<file path="config.mk">
export PLATFORM = sky130hd
export DESIGN_NAME = dual_sample_timing
export DESIGN_NICKNAME = d
export VERILOG_FILES = /design/src/verilog/dual_sample_timing.v
export VERILOG_INCLUDE_DIRS = /design/src /design/src/verilog
export SDC_FILE = /design/constraint.sdc
export NUM_CORES = 1
export LEC_CHECK = 0
export BUFFER_PORTS_ARGS = -buffer_cell sky130_fd_sc_hd__buf_2
export CAP_MARGIN = 0
export CORE_UTILIZATION = 45
export CTS_CLUSTER_DIAMETER = 100
export DETAILED_ROUTE_END_ITERATION = 10
export HOLD_SLACK_MARGIN = 0.03
export PLACE_DENSITY = 0.7
export SLEW_MARGIN = 20
export SYNTH_ARGS = -nofsm -noshare
export SYNTH_HDL_FRONTEND = slang
export SYNTH_SLANG_ARGS = --single-unit
export TNS_END_PERCENT = 100
</file>
<file path="constraint.sdc">
create_clock -name clk -period 2.6 [get_ports clk]
set_input_delay 0.13 -clock clk [delete_from_list [all_inputs] [get_ports clk]]
set_output_delay 0.13 -clock clk [all_outputs]
set_load 0.05 [all_outputs]
</file>
<file path="src/verilog/dual_sample_timing_defs.vh">
`ifndef DUAL_SAMPLE_TIMING_DEFS_VH
`define DUAL_SAMPLE_TIMING_DEFS_VH

// Clock periods in ns
`define SYS_PERIOD_NS      10
`define CONV_PERIOD_NS     80

// System clocks per converter clock
`define CONV_DIV_CYC       (`CONV_PERIOD_NS / `SYS_PERIOD_NS)

// Trigger to sampling: 2.5 converter clocks, in tenths
`define TRIG_DELAY_TENTHS  25
`define TRIG_DELAY_CYC     ((`TRIG_DELAY_TENTHS * `CONV_PERIOD_NS) / (10 * `SYS_PERIOD_NS))

// Result latencies after sampling, converter clocks
`define RES_A_CONV         4
`define RES_B_CONV         5
`define RES_A_CYC          (`RES_A_CONV * `CONV_DIV_CYC)
`define RES_B_CYC          (`RES_B_CONV * `CONV_DIV_CYC)

// Extra converter clocks between holds beyond hold width
`define GAP_CONV           2
`define GAP_CYC            (`GAP_CONV * `CONV_DIV_CYC)

// Interrupt flag lag after result update, system clocks
`define INT_LAG_CYC        2

// Field layout of converter_control_one acquisition count
`define ACQ_LSB            8
`define ACQ_MSB            11

`define RESULT_W           12

`endif

</file>
<file path="src/verilog/dual_sample_timing.v">
// Contract
// Dual mode converts pair An/Bn, n 0-7
// Start on PWM, software or pin trigger
// Select bit 1: both channels per pulse
// Both channels captured at hold falling edge
// Hold pulse lasts 1 plus count clocks
// Sampling starts 2.5 converter clocks after trigger
// First results: A after 4, B after 5
// Later results every 3 plus count clocks
// Interrupt flag follows result update shortly
// Select bit 0: one channel per pulse
// Acquisition count latched on accepted trigger
`include "dual_sample_timing_defs.vh"

module dual_sample_timing (
  input  wire                   clk,
  input  wire                   rst_n,
  input  wire                   pwmTrigger,
  input  wire                   swTrigger,
  input  wire                   extConvertTrigger,
  input  wire                   dualSampleSelect,
  input  wire                   continuousRun,
  input  wire [3:0]             channelSelect,
  input  wire [15:0]            converterControlOne,
  input  wire [`RESULT_W-1:0]   chanAData,
  input  wire [`RESULT_W-1:0]   chanBData,
  output reg  [2:0]             pairSelect,
  output reg                    sampleHold,
  output reg                    sampleStrobe,
  output reg  [`RESULT_W-1:0]   resultA,
  output reg  [`RESULT_W-1:0]   resultB,
  output reg                    resultAUpdate,
  output reg                    resultBUpdate,
  output reg                    convIntFlag,
  output wire                   busy
);

  // Header counts are plain integers; cut to counter width on purpose
  localparam integer DIV_INT   = `CONV_DIV_CYC;
  localparam integer TRIG_INT  = `TRIG_DELAY_CYC;
  localparam integer GAP_INT   = `GAP_CYC;
  localparam [7:0]   DIV_CYC   = DIV_INT[7:0];
  localparam [7:0]   TRIG_CYC  = TRIG_INT[7:0];
  localparam [7:0]   GAP_CYC   = GAP_INT[7:0];
  localparam       A_LEN     = `RES_A_CYC;
  localparam       B_LEN     = `RES_B_CYC;
  localparam       I_LEN     = `INT_LAG_CYC;

  localparam [3:0] S_IDLE  = 4'h1;
  localparam [3:0] S_DELAY = 4'h2;
  localparam [3:0] S_HOLD  = 4'h4;
  localparam [3:0] S_GAP   = 4'h8;

  reg  [3:0]            state;
  reg  [7:0]            cnt;
  reg  [3:0]            acqLatch;
  reg                   dualLatch;
  reg                   selB;
  reg  [A_LEN-1:0]      aPipe;
  reg  [B_LEN-1:0]      bPipe;
  reg  [I_LEN-1:0]      intPipe;
  reg  [A_LEN-1:0]      sPipe;
  reg                   wrPtr;
  reg                   wrPtrB;
  reg                   rdPtrA;
  reg                   rdPtrB;
  wire [1:0]            wrSelA;
  wire [1:0]            wrSelB;
  wire [`RESULT_W-1:0]  slotAOut [0:1];
  wire [`RESULT_W-1:0]  slotBOut [0:1];
  genvar                g;

  wire       trigger = pwmTrigger | swTrigger | extConvertTrigger;
  wire [7:0] holdCyc = ({4'h0, acqLatch} + 8'h01) * DIV_CYC;
  wire       capture = state[2] & (cnt == holdCyc - 8'h01);
  // Mode rides with each sample, so a new trigger cannot steal a flag
  wire       lastUpd = bPipe[B_LEN-1] | sPipe[A_LEN-1];

  assign busy   = ~state[0];
  assign wrSelA = {wrPtr, ~wrPtr};
  assign wrSelB = {wrPtrB, ~wrPtrB};

  always @(posedge clk or negedge rst_n) begin
    if (!rst_n) begin
      state        <= S_IDLE;
      cnt          <= 8'h00;
      acqLatch     <= 4'h0;
      dualLatch    <= 1'b0;
      selB         <= 1'b0;
      pairSelect   <= 3'h0;
      sampleHold   <= 1'b0;
      sampleStrobe <= 1'b0;
      wrPtr        <= 1'b0;
      wrPtrB       <= 1'b0;
    end else begin
      sampleStrobe <= 1'b0;
      case (state)
        S_IDLE: begin
          // Triggers during a run are ignored, not queued
          if (trigger) begin
            acqLatch   <= converterControlOne[`ACQ_MSB:`ACQ_LSB];
            dualLatch  <= dualSampleSelect;
            pairSelect <= channelSelect[2:0];
            selB       <= channelSelect[3];
            cnt        <= 8'h00;
            state      <= S_DELAY;
          end
        end
        S_DELAY: begin
          // Whole-cycle count of the 2.5 converter clock lead
          if (cnt == TRIG_CYC - 8'h01) begin
            cnt        <= 8'h00;
            sampleHold <= 1'b1;
            state      <= S_HOLD;
          end else begin
            cnt <= cnt + 8'h01;
          end
        end
        S_HOLD: begin
          if (capture) begin
            sampleHold   <= 1'b0;
            sampleStrobe <= 1'b1;
            wrPtr        <= ~wrPtr;
            if (dualLatch) begin
              wrPtrB     <= ~wrPtrB;
            end
            cnt          <= 8'h00;
            state        <= continuousRun ? S_GAP : S_IDLE;
          end else begin
            cnt <= cnt + 8'h01;
          end
        end
        S_GAP: begin
          // Hold plus gap gives a 3 plus count clock period
          if (!continuousRun) begin
            state <= S_IDLE;
          end else if (cnt == GAP_CYC - 8'h01) begin
            cnt        <= 8'h00;
            sampleHold <= 1'b1;
            state      <= S_HOLD;
          end else begin
            cnt <= cnt + 8'h01;
          end
        end
        default: begin
          state      <= S_IDLE;
          sampleHold <= 1'b0;
        end
      endcase
    end
  end

  // Two slots suffice: samples are at least 24 cycles apart,
  // the slowest result trails its capture by 40
  generate
    for (g = 0; g < 2; g = g + 1) begin : gSlot
      reg [`RESULT_W-1:0] aEntry;
      reg [`RESULT_W-1:0] bEntry;
      // B has its own pointer, as single-mode samples skip it
      always @(posedge clk) begin
        if (capture && wrSelA[g]) begin
          if (dualLatch || !selB) begin
            aEntry <= chanAData;
          end else begin
            aEntry <= chanBData;
          end
        end
        if (capture && dualLatch && wrSelB[g]) begin
          bEntry <= chanBData;
        end
      end
      assign slotAOut[g] = aEntry;
      assign slotBOut[g] = bEntry;
    end
  endgenerate

  // A result path: every sample, flag source in single mode
  always @(posedge clk or negedge rst_n) begin
    if (!rst_n) begin
      aPipe         <= {A_LEN{1'b0}};
      sPipe         <= {A_LEN{1'b0}};
      rdPtrA        <= 1'b0;
      resultA       <= {`RESULT_W{1'b0}};
      resultAUpdate <= 1'b0;
    end else begin
      aPipe         <= {aPipe[A_LEN-2:0], capture};
      sPipe         <= {sPipe[A_LEN-2:0], capture & ~dualLatch};
      resultAUpdate <= aPipe[A_LEN-1];
      if (aPipe[A_LEN-1]) begin
        resultA <= slotAOut[rdPtrA];
        rdPtrA  <= ~rdPtrA;
      end
    end
  end

  // B result path: dual-mode samples only
  always @(posedge clk or negedge rst_n) begin
    if (!rst_n) begin
      bPipe         <= {B_LEN{1'b0}};
      rdPtrB        <= 1'b0;
      resultB       <= {`RESULT_W{1'b0}};
      resultBUpdate <= 1'b0;
    end else begin
      bPipe         <= {bPipe[B_LEN-2:0], capture & dualLatch};
      resultBUpdate <= bPipe[B_LEN-1];
      if (bPipe[B_LEN-1]) begin
        resultB <= slotBOut[rdPtrB];
        rdPtrB  <= ~rdPtrB;
      end
    end
  end

  // Interrupt path: fixed lag behind the last update of a sample
  always @(posedge clk or negedge rst_n) begin
    if (!rst_n) begin
      intPipe     <= {I_LEN{1'b0}};
      convIntFlag <= 1'b0;
    end else begin
      intPipe     <= {intPipe[I_LEN-2:0], lastUpd};
      // Flag strictly after the register write, never with it
      convIntFlag <= intPipe[I_LEN-1];
    end
  end

endmodule // dual_sample_timing

</file>
==> summary.md, run 1 <==
| Metric | Value |
|---|---|
| FP Rows | `45` |
| Post-Synthesis Cells | `around 430` |
| DRC Markers | `0` |
| Synthesized cell area | `6940 um2` |
| Final hold violations | `0` |
| Total power | `7.59 mW` |
| Sequential share of power | `48.1%` |
| Crit path cell chain | `ha_1 > and4_1 > nor4_4 > and2_0 > nor2b_1 > buf_4` |
| Tmin final | `2.32 ns` |
| RSZ-0062 raised after global routing | `no` |
| # diodes | `0` |
| Worst Hold Launch | `extConvertTrigger` |
| Port-buffer cells | `71` |
| Pwr dens | `891 nW/um2` |
| Total grt overflow | `0` |
| Worst path bufs/invs | `1` |
| Critical R2R Launch | `acqLatch[0]` |
| Logic gate share of total power | `15.2%` |
| Worst flop-to-flop path endpoint | `gSlot[0].aEntry[7]` |
| Clock buffer count from CTS | `20` |
| Power Internal | `5.67 mW` |
| Vias per cell | `between 4 and 5` |
| Leading area contributor after synthesis | `dfrtp_1` |
| Hold endpoint | `state[3]` |
| Clock share of power | `36.7%` |
| Worst slew pin tran | `~0.87 ns` |
| WS Path Type | `register to register` |
| Routed wl met3 | `585 um` |
| Initial Util | `45.8%` |
| Setup TNS | `0 ns` |
| Hold path depth | `4` |
| Ratio of cells with drive above 1 in the final layout | `24.8%` |
| WP data arrival | `around 2.5 ns` |
| # IOs | `84` |
| Ys flop type | `dfrtp_1` |
| Cell variety after synth | `48` |
| Async SR Flop Fraction | `76.9%` |
| CP top delay family | `simple AND/OR/NAND/NOR gates` |
| Hold/Removal Path Class | `input port to register` |
| GP Congestion | `roughly 0.83` |
| Post-CTS setup buffers | `0` |
| Final Slew Violations | `0` |
| Die Area | `15900 um2` |
| Clock Latency Late Sink | `0.48 ns` |
| Net Sw Frac | `25.4%` |
| Initial antenna violation count | `0` |
| CP peak stage delay | `0.44 ns` |
| Final period util | `89.4%` |
| Routed Antenna Nets | `0` |
| Routed WL | `12000 um` |
| Most frequent cell after synthesis | `dfrtp_1` |
| Metal2 WL | `5690 um` |
| Syn nets | `480` |
| Final #Nets | `between 600 and 700` |
| Die X | `126 um` |
| Worst reg-to-reg path cell count | `6` |
| CTS Root Cell | `clkbuf_16` |
| Critical path required time | `roughly 2.8 ns` |
| Pleak | `slightly below 4 nW` |
| Post-CTS Resized | `0` |
| R2R setup slack | `~0.28 ns` |
| Top post-synthesis cells by area | `dfrtp_1 (57%), edfxtp_1 (21%), mux2i_1 (3.5%)` |
| Clock Skew | `0.00915 ns` |
| Number of global-route vias before repair | `a little under 4000` |
| Core box area | `~15000 um2` |
| Switch Pwr | `1.92 mW` |
| DP Wirelength | `about 7300 um` |
| Mean Syn Cell Area | `16.2 um2` |
| Clock slew at reported path FFs | `0.06 ns` |
| Die H | `126 um` |
| First-pass GRT wire length | `20000 um` |
| EDFF count, synth | `48` |
| MaxCap Viol Count | `0` |
| YS warnings | `0` |
| VDD IR max | `0.000554 V` |
| Slew headroom | `42.0%` |
| Crit path capture type | `register` |
| WL/cell | `16.1 um` |
| Crit path max fanout | `12` |
| Critical path launch point type | `register` |
| Slowest cell on the critical path | `dfrtp_1` |
| Drt first-iter violations | `between 200 and 250` |
| Area share of the largest cell type after synthesis | `a little under three fifths` |
| Fmax | `between 400 and 500 MHz` |
| Max H-tree Level | `1` |
| Met1 WL | `5550 um` |
| Drt pass-1 iters | `4` |
| CTS Sinks | `208` |
| Deepest clock path buffer count | `3` |
| Seq/Total Area, Yosys | `78.5%` |
| DR vias | `3692` |
| Endpoints failing setup | `0` |
| Total track usage | `15.9%` |
| Largest net degree at the start of global routing | `slightly above 70` |
| #FFs+latches synth | `208` |
| Topmost layer with routed signal wires | `met4` |
| Status | `complete, no violations` |
| Area Growth Syn to Fin | `22.8%` |
| Synth cell count leaders | `dfrtp_1 (159), edfxtp_1 (48), nor2_1 (34)` |
| CTS tree | `yes` |
[cell type report]
type | count | area, um2
sequential | 208 | 5450
fill | 1178 | 6630
tap | 188 | 235
clock inverter | 3 | 38.8
timing repair buffer | 115 | 779
inverter | 5 | 18.8
clock buffer | 32 | 597
multi-input combinational | 198 | 1400
[power groups by stage]
stage	logic, mW	registers (mW)	clock network, mW
floorplan	0.759	3.76	0
global placement	1.07	3.70	0
detailed placement	1.10	3.71	0
CTS	1.15	3.65	2.85
global route	1.25	3.67	2.99
finish	1.15	3.65	2.79
[sequential cells by signal, summed over array words and instances (netlist names), 2 cells and up]
name          flops
gSlot.aEntry     24
acqLatch          4
gSlot.bEntry     24
resultA          12
sPipe            32
state             4
pairSelect        3
intPipe           2
cnt               8
resultB          12
bPipe            40
aPipe            32
[timing repair]
item                       4_1_cts  5_1_grt
setup endpoints to repair        0        0
hold buffers                    35        0
hold endpoints to repair       124        0
[routing by layer]
metal	track usage, %	vias to the layer above
met2	25.9	97
met4	3.33	0
met3	3.61	19
met5	0	-
met1	22.2	1854
li1	-	1722
[worst min-delay path: stages]
cell and delay (ns):
buf_2 0.07, nor3_1 0.06, nand2_1 0.07, a41o_1 0.17
[how the worst max path moves through the flow]
stage               depth (start not counted)         from            endpoint  slack, ns
floorplan                                   6  acqLatch[0]  gSlot[0].aEntry[0]       0.17
global placement                            6  acqLatch[0]  gSlot[0].aEntry[0]       0.37
detailed placement                          6  acqLatch[0]  gSlot[0].aEntry[2]       0.32
CTS                                         6  acqLatch[0]  gSlot[0].aEntry[6]       0.27
global route                                6  acqLatch[0]  gSlot[0].aEntry[6]       0.17
finish                                      6  acqLatch[0]  gSlot[0].aEntry[7]       0.28
[kinds of logic (layout without fill, tap and decap cells)]
logic type	Yosys count	in the layout	synth area share, %
buffers and inverters	21	155	1.26
flip-flops	208	208	78.5
multiplexers	45	45	6.87
AO/OA/AOI/OAI	48	48	4.13
XOR/XNOR	14	14	1.88
adder cells (fa/ha/maj)	2	2	0.361
AND/OR/NAND/NOR	89	89	6.98
[placed cells by master (no fill, tap or decap), types with 3 or more instances in the layout]
cell type	instances
xor2_1	6
mux2i_1	24
o211ai_1	3
buf_2	70
xnor2_1	7
nand2_1	18
nor3_1	5
mux2_2	21
clkbuf_1	8
nor2_1	34
inv_1	5
a21oi_1	27
clkbuf_16	21
edfxtp_1	48
dlygate4sd3_1	35
buf_4	9
nand3_1	4
and3_1	3
dfrtp_1	159
clkbuf_8	3
nor2b_1	5
o21ai_0	6
nor4b_2	3
[metrics by stage]
step	setup WS [ns]	hold slack (ns)	cells	cell area, um2	util [%]
after detailed placement	0.320	0.166	679	7530	49.7
final	0.276	0.0699	749	8520	56.2
after CTS	0.273	0.0504	749	8520	56.2
after floorplan	0.171	-0.166	427	6940	-
after global routing	0.167	0.0701	749	8520	56.2
after global placement	0.370	0.158	679	7530	49.7
(Power assumes the default switching activity.)
==> inputs of run 2 (changes only) <==
- CORE_ASPECT_RATIO: not set -> 0.8
- CORE_MARGIN: not set -> 5
==> run 2 against run 1 <==
- critical endpoint is now gSlot[0].aEntry[11]
- via count is 0.89% higher
- utilization is 0.47 points higher
- clock skew is 0.0019 ns lower
- first-iteration DRC count is 2.9% lower
- critical path type unchanged
==> summary.md, run 2 (synthesis gave the netlist of run 1 again) <==
| Metric | Value |
|---|---|
| Initial antenna violation count | `0 (unchanged)` |
| DRC Markers | `0 (unchanged)` |
| Vias per cell | `4.84 (-1.7%)` |
| DP Wirelength | `7910 um (+7.9%)` |
| # diodes | `0 (unchanged)` |
| Die Area | `18000 um2 (+13%)` |
| Clock slew at reported path FFs | `0.06 ns (about the same)` |
| Core box area | `15100 um2 (-0.54%)` |
| MaxCap Viol Count | `0 (unchanged)` |
| Total track usage | `14.1% (-1.8 points)` |
| Total grt overflow | `0 (unchanged)` |
| Critical path launch point type | `register` |
| Post-CTS setup buffers | `0 (unchanged)` |
| Area Growth Syn to Fin | `23.2%` |
| CP peak stage delay | `0.44 ns (about the same)` |
| Slowest cell on the critical path | `dfrtp_1` |
| Drt first-iter violations | `200 (-2.9%)` |
| Final #Nets | `600 (-0.17%)` |
| FP Rows | `40 (-11%)` |
| Final hold violations | `0 (unchanged)` |
| Endpoints failing setup | `0 (unchanged)` |
| Crit path capture type | `register` |
| Pleak | `3.96 nW (about the same)` |
| Max H-tree Level | `1 (unchanged)` |
| Critical path required time | `2.77 ns (about the same)` |
| Deepest clock path buffer count | `3 (unchanged)` |
| CTS tree | `yes` |
| Clock Latency Late Sink | `0.47 ns (about the same)` |
| Fin util | `56.7% (+0.47 points)` |
| Drt pass-1 iters | `4 (unchanged)` |
| Number of global-route vias before repair | `3885 (-1.1%)` |
| Port-buffer cells | `71 (unchanged)` |
| Die H | `121 um (-4.0%)` |
| Routed Antenna Nets | `0 (unchanged)` |
| First-pass GRT wire length | `20300 um (+1.7%)` |
| Placed cell count | `701 (+3.2%)` |
| Tmin final | `2.29 ns (-0.0320 ns)` |
| VDD IR max | `0.000643 V (+16%)` |
| Clock Skew | `0.00725 ns (-0.00190 ns)` |
| Initial Util | `46.0% (+0.25 points)` |
| RSZ-0062 raised after global routing | `no` |
| Final Slew Violations | `0 (unchanged)` |
| Clock buffer count from CTS | `19 (-5.0%)` |
| Largest net degree at the start of global routing | `61 (-14%)` |
| GP Congestion | `0.806 (-2.3%)` |
| Most common cell after layout, fill and taps aside | `dfrtp_1` |
| Setup TNS | `0 ns (unchanged)` |
| Biggest register | `bPipe` |
| Status | `complete, no violations` |
| CTS Sinks | `208 (unchanged)` |
| DR vias | `3725 (+0.89%)` |
| Hold slack | `0.0783 ns (+0.00834 ns)` |
| Worst slew pin tran | `0.880 ns (+0.00967 ns)` |
| Crit path max fanout | `12 (unchanged)` |
| WL/cell | `15.8 um (-1.9%)` |
| CTS Root Cell | `clkbuf_16` |
| Crit path cell chain | `ha_1 > xor2_1 > nor3b_2 > xnor2_2 > and2_0 > nor2b_1 > buf_4` |
| Largest register FFs | `40 (unchanged)` |
| WS Path Type | `register to register` |
| Fmax | `436 MHz (+1.4%)` |
| Most frequent cells in the layout | `dfrtp_1 (159), buf_2 (70), edfxtp_1 (48)` |
| Largest regs | `bPipe x40, aPipe x32, sPipe x32` |
| Ratio of cells with drive above 1 in the final layout | `24.9% (+0.089 points)` |
| WP data arrival | `2.46 ns (-0.04 ns)` |
| Fin cells | `769 (+2.7%)` |
| # IOs | `84 (unchanged)` |
| Slew headroom | `41.4% (-0.64 points)` |
| Pwr dens | `885 nW/um2 (-0.64%)` |
| Routed WL | `12100 um (+0.73%)` |
| Die X | `149 um (+18%)` |
| Hold/Removal Path Class | `input port to register` |
| Final period util | `88.2% (-1.2 points)` |
==> run 2: timing repair <==
| action | 4_1_cts | 5_1_grt |
|---|---|---|
| resized for setup | 0 | 0 |
| endpoints found under the hold margin | 217 | 0 |
| hold buffers | 35 | 0 |
==> run 2: worst paths after layout <==
path                                        start                   to  slack, ns  cells past startpoint
worst max-delay path                  acqLatch[0]  gSlot[0].aEntry[11]       0.31                      7
worst min-delay path            extConvertTrigger             state[3]       0.08                      4
worst max register to register        acqLatch[0]  gSlot[0].aEntry[11]       0.31                      7
worst min register to register          aPipe[20]            aPipe[21]       0.34                      0
max in group asynchronous                   rst_n             state[0]       1.69                      3
min in group asynchronous                   rst_n            bPipe[38]       0.10                      2
==> run 2: per-layer routing <==
metal  GRT usage [%]  vias to the layer above  wire, um
met1            19.8                     1884      5500
met3            3.06                       25       593
met4            3.60                        0       293
li1                -                     1720         -
met2            22.7                       96      5730
met5               0                        -         0
==> run 2: cell type report <==
class / count / area (um2)
clock buffers: 25 / 508
clock inverters: 8 / 113
fillers: 1157 / 6520
inverters: 5 / 18.8
multi-input cells: 198 / 1400
flip-flops and latches: 208 / 5450
well taps: 210 / 263
repair buffers: 115 / 792
==> run 2: worst max-delay path, delay by kind of cell (launching register included) <==
| family | cells | cell delay, ns |
|---|---|---|
| flip-flops | 1 | 0.44 |
| buffers and inverters | 1 | 0.22 |
| AND/OR/NAND/NOR | 3 | 0.70 |
| adder cells (fa/ha/maj) | 1 | 0.27 |
| XOR/XNOR | 2 | 0.36 |
==> run 2: power breakdown <==
group          switching (mW)  internal, mW  total [mW]
clock                    1.08          1.67        2.75
sequential              0.143          3.50        3.64
combinational           0.668         0.497        1.16
==> run 2: per-stage QoR <==
stage	instance area [um2]	total power [mW]	setup slack, ns
after detailed placement	7570	4.83	0.315
after global placement	7570	4.77	0.394
after global routing	8540	7.91	0.151
after floorplan	6940	4.52	0.171
after CTS	8540	7.67	0.295
final	8540	7.56	0.308
==> inputs of run 3 (changes only) <==
- GPL_TIMING_DRIVEN: not set -> 0
- clock period: 2.6 -> 1.9 ns (I/O delays scaled with it)
==> run 3 against run 2 <==
- the flow now finishes with violations (setup timing)
- final area rose by 5.0%
- die area did not move
- sequential cell count did not move
- sequential power rose by 36%
- critical path type unchanged
- setup slack got worse by 0.48 ns
- hold slack got worse by 0.021 ns
- via count rose by 3.9%
- total power rose by 48%
==> summary.md, run 3 (synthesis gave the netlist of run 1 again) <==
| Metric | Value |
|---|---|
| Total grt overflow | `0 (unchanged)` |
| Largest net degree at the start of global routing | `99 (+62%)` |
| Final period util | `109% (+21 points)` |
| Critical path required time | `2.08 ns (-0.69 ns)` |
| Drt pass-1 iters | `5 (+1)` |
| First-pass GRT wire length | `21700 um (+6.9%)` |
| WL/cell | `16.5 um (+5.0%)` |
| Largest register FFs | `40 (unchanged)` |
| Hold path depth | `4 (unchanged)` |
| Routed WL | `13200 um (+9.0%)` |
| Fin util | `59.5% (+2.8 points)` |
| Endpoints failing setup | `56 (+56)` |
| Fin cells | `798 (+3.8%)` |
| Clock Skew | `0.00657 ns (-0.000676 ns)` |
| Net Sw Frac | `26.9% (+1.8 points)` |
| CTS Root Cell | `clkbuf_16` |
| Worst reg-to-reg path cell count | `7 (unchanged)` |
| Die Area | `18000 um2 (unchanged)` |
| Biggest register | `bPipe` |
| WP data arrival | `2.25 ns (-0.21 ns)` |
| RSZ-0062 raised after global routing | `yes` |
| Crit path cell chain | `buf_6 > xnor2_2 > nand4_1 > nor4_4 > and3_4 > nor2b_4 > buf_12` |
| Clock buffer count from CTS | `19 (unchanged)` |
| Final Slew Violations | `0 (unchanged)` |
| R2R setup slack | `-0.17 ns (-0.48 ns)` |
| Placed cell count | `709 (+1.1%)` |
| Filler Cells Inserted | `1129 (-2.4%)` |
| Clock share of power | `32.2% (-4.2 points)` |
| CP top delay family | `simple AND/OR/NAND/NOR gates` |
| Slew headroom | `49.0% (+7.7 points)` |
| Clock slew at reported path FFs | `0.06 ns (about the same)` |
| WS Path Type | `register to register` |
| CTS tree | `yes` |
| DP Wirelength | `7960 um (+0.69%)` |
| Number of global-route vias before repair | `4141 (+6.6%)` |
| Deepest clock path buffer count | `3 (unchanged)` |
| Logic gate share of total power | `23.5% (+8.1 points)` |
| Worst Hold Launch | `extConvertTrigger` |
| Failing checks | `setup timing` |
| CP peak stage delay | `0.43 ns (about the same)` |
| # IOs | `84 (unchanged)` |
| Power Internal | `8.18 mW (+44%)` |
| Die H | `121 um (unchanged)` |
| Sequential share of power | `44.3% (-3.9 points)` |
| Tmin final | `2.07 ns (-0.223 ns)` |
| MaxCap Viol Count | `0 (unchanged)` |
| Hold/Removal Path Class | `input port to register` |
| Slowest cell on the critical path | `dfrtp_2` |
| Crit. path cell count | `7 (unchanged)` |
| Critical R2R Launch | `acqLatch[0]` |
| Clock Latency Late Sink | `0.47 ns (about the same)` |
| Pleak | `4.14 nW (+4.4%)` |
| CTS Sinks | `208 (unchanged)` |
| Area Growth Syn to Fin | `29.3%` |
| DR vias | `3870 (+3.9%)` |
| Initial Util | `46.0% (unchanged)` |
| Final worst slack | `-0.168 ns (-0.477 ns)` |
| Worst slew pin tran | `0.764 ns (-0.115 ns)` |
| Worst path bufs/invs | `2 (+1)` |
| Status | `finished, violations left` |
| Max H-tree Level | `1 (unchanged)` |
| Final hold violations | `0 (unchanged)` |
| Ratio of cells with drive above 1 in the final layout | `31.8% (+6.9 points)` |
| # diodes | `0 (unchanged)` |
| Die X | `149 um (unchanged)` |
| VDD IR max | `0.00116 V (+80%)` |
| Initial antenna violation count | `0 (unchanged)` |
| Hold endpoint | `state[3]` |
| Final #Nets | `629 (+4.8%)` |
| Worst flop-to-flop path endpoint | `gSlot[0].bEntry[1]` |
| Vias per cell | `4.85 (+0.12%)` |
| Total track usage | `15.2% (+1.1 points)` |
| Routed Antenna Nets | `0 (unchanged)` |
| Fmax | `483 MHz (+11%)` |
| Most frequent cells in the layout | `dfrtp_1 (158), buf_2 (73), edfxtp_1 (48)` |
| Drt first-iter violations | `302 (+51%)` |
| DRC Markers | `0 (unchanged)` |
| Place WS | `-0.435 ns (-0.750 ns)` |
| Switch Pwr | `3.01 mW (+59%)` |
| Hold slack | `0.0572 ns (-0.0210 ns)` |
| GP Congestion | `0.827 (+2.5%)` |
| Critical path launch point type | `register` |
| Most common cell after layout, fill and taps aside | `dfrtp_1` |
| Crit path max fanout | `12 (unchanged)` |
| Largest regs | `bPipe x40, aPipe x32, sPipe x32` |
| Crit path capture type | `register` |
| Port-buffer cells | `71 (unchanged)` |
| Core box area | `15100 um2 (unchanged)` |
| FP Rows | `40 (unchanged)` |
| Pwr dens | `1250 nW/um2 (+41%)` |
## run 3: stage by stage
step | power (mW) | cell area [um2] | TNS (ns)
after CTS | 11.0 | 8840 | -5.08
after global placement | 6.68 | 7630 | -225.51
after floorplan | 6.32 | 7010 | -3.68
after detailed placement | 6.75 | 7660 | -18.18
final | 11.2 | 8970 | -6.31
after global routing | 11.7 | 8970 | -12.19
## run 3: cell type report
cell class                 count  area [um2]  share of cell area (%)
buffer                        16        77.6                   0.865
clock buffer                  25         549                    6.12
clock inverter                 8        45.0                   0.502
inverter                       5        22.5                   0.251
multi-input combinational    200        1600                    17.9
sequential                   208        5450                    60.7
tap                          210         263                    2.93
timing repair buffer         126         960                    10.7
## run 3: power groups by stage
| stage | Sequential [mW] | Combinational, mW | Clock (mW) |
|---|---|---|---|
| after global placement | 5.03 | 1.66 | 0 |
| after global routing | 4.98 | 2.82 | 3.91 |
| after floorplan | 5.15 | 1.17 | 0 |
| after detailed placement | 5.04 | 1.72 | 0 |
| final | 4.96 | 2.63 | 3.60 |
| after CTS | 4.94 | 2.34 | 3.70 |
## run 3: timing repair
action / in CTS / in global routing
hold buffers: 35 / 0
gates cloned: 2 / 1
endpoints found under the hold margin: 155 / 0
pin swaps: 9 / 10
setup buffers: 13 / 5
setup endpoints to repair: 76 / 90
resized for setup: 21 / 17
## run 3: worst max path at each step
stage / from / endpoint / slack, ns
2_1_floorplan: acqLatch[1] / gSlot[0].bEntry[0] / -0.10
3_3_place_gp: rst_n / cnt[4] / -1.33
3_5_place_dp: acqLatch[0] / gSlot[0].bEntry[3] / -0.44
4_1_cts: acqLatch[0] / gSlot[0].bEntry[1] / -0.14
5_1_grt: acqLatch[1] / gSlot[0].bEntry[7] / -0.26
6_report: acqLatch[0] / gSlot[0].bEntry[1] / -0.17
## run 3: tightest hold or removal path, stage by stage
cell and delay [ns]:
buf_2 0.07, nor3_1 0.06, nand2_1 0.08, a41o_1 0.17
## run 3: routing by layer
metal	track usage [%]	up-vias	part of all wire, %	wire [um]
li1	-	1787	-	-
met1	22.0	1947	45	5940
met2	23.6	109	48	6270
met3	3.40	27	5.4	716
met4	3.83	0	2.0	269
met5	0	-	0	0
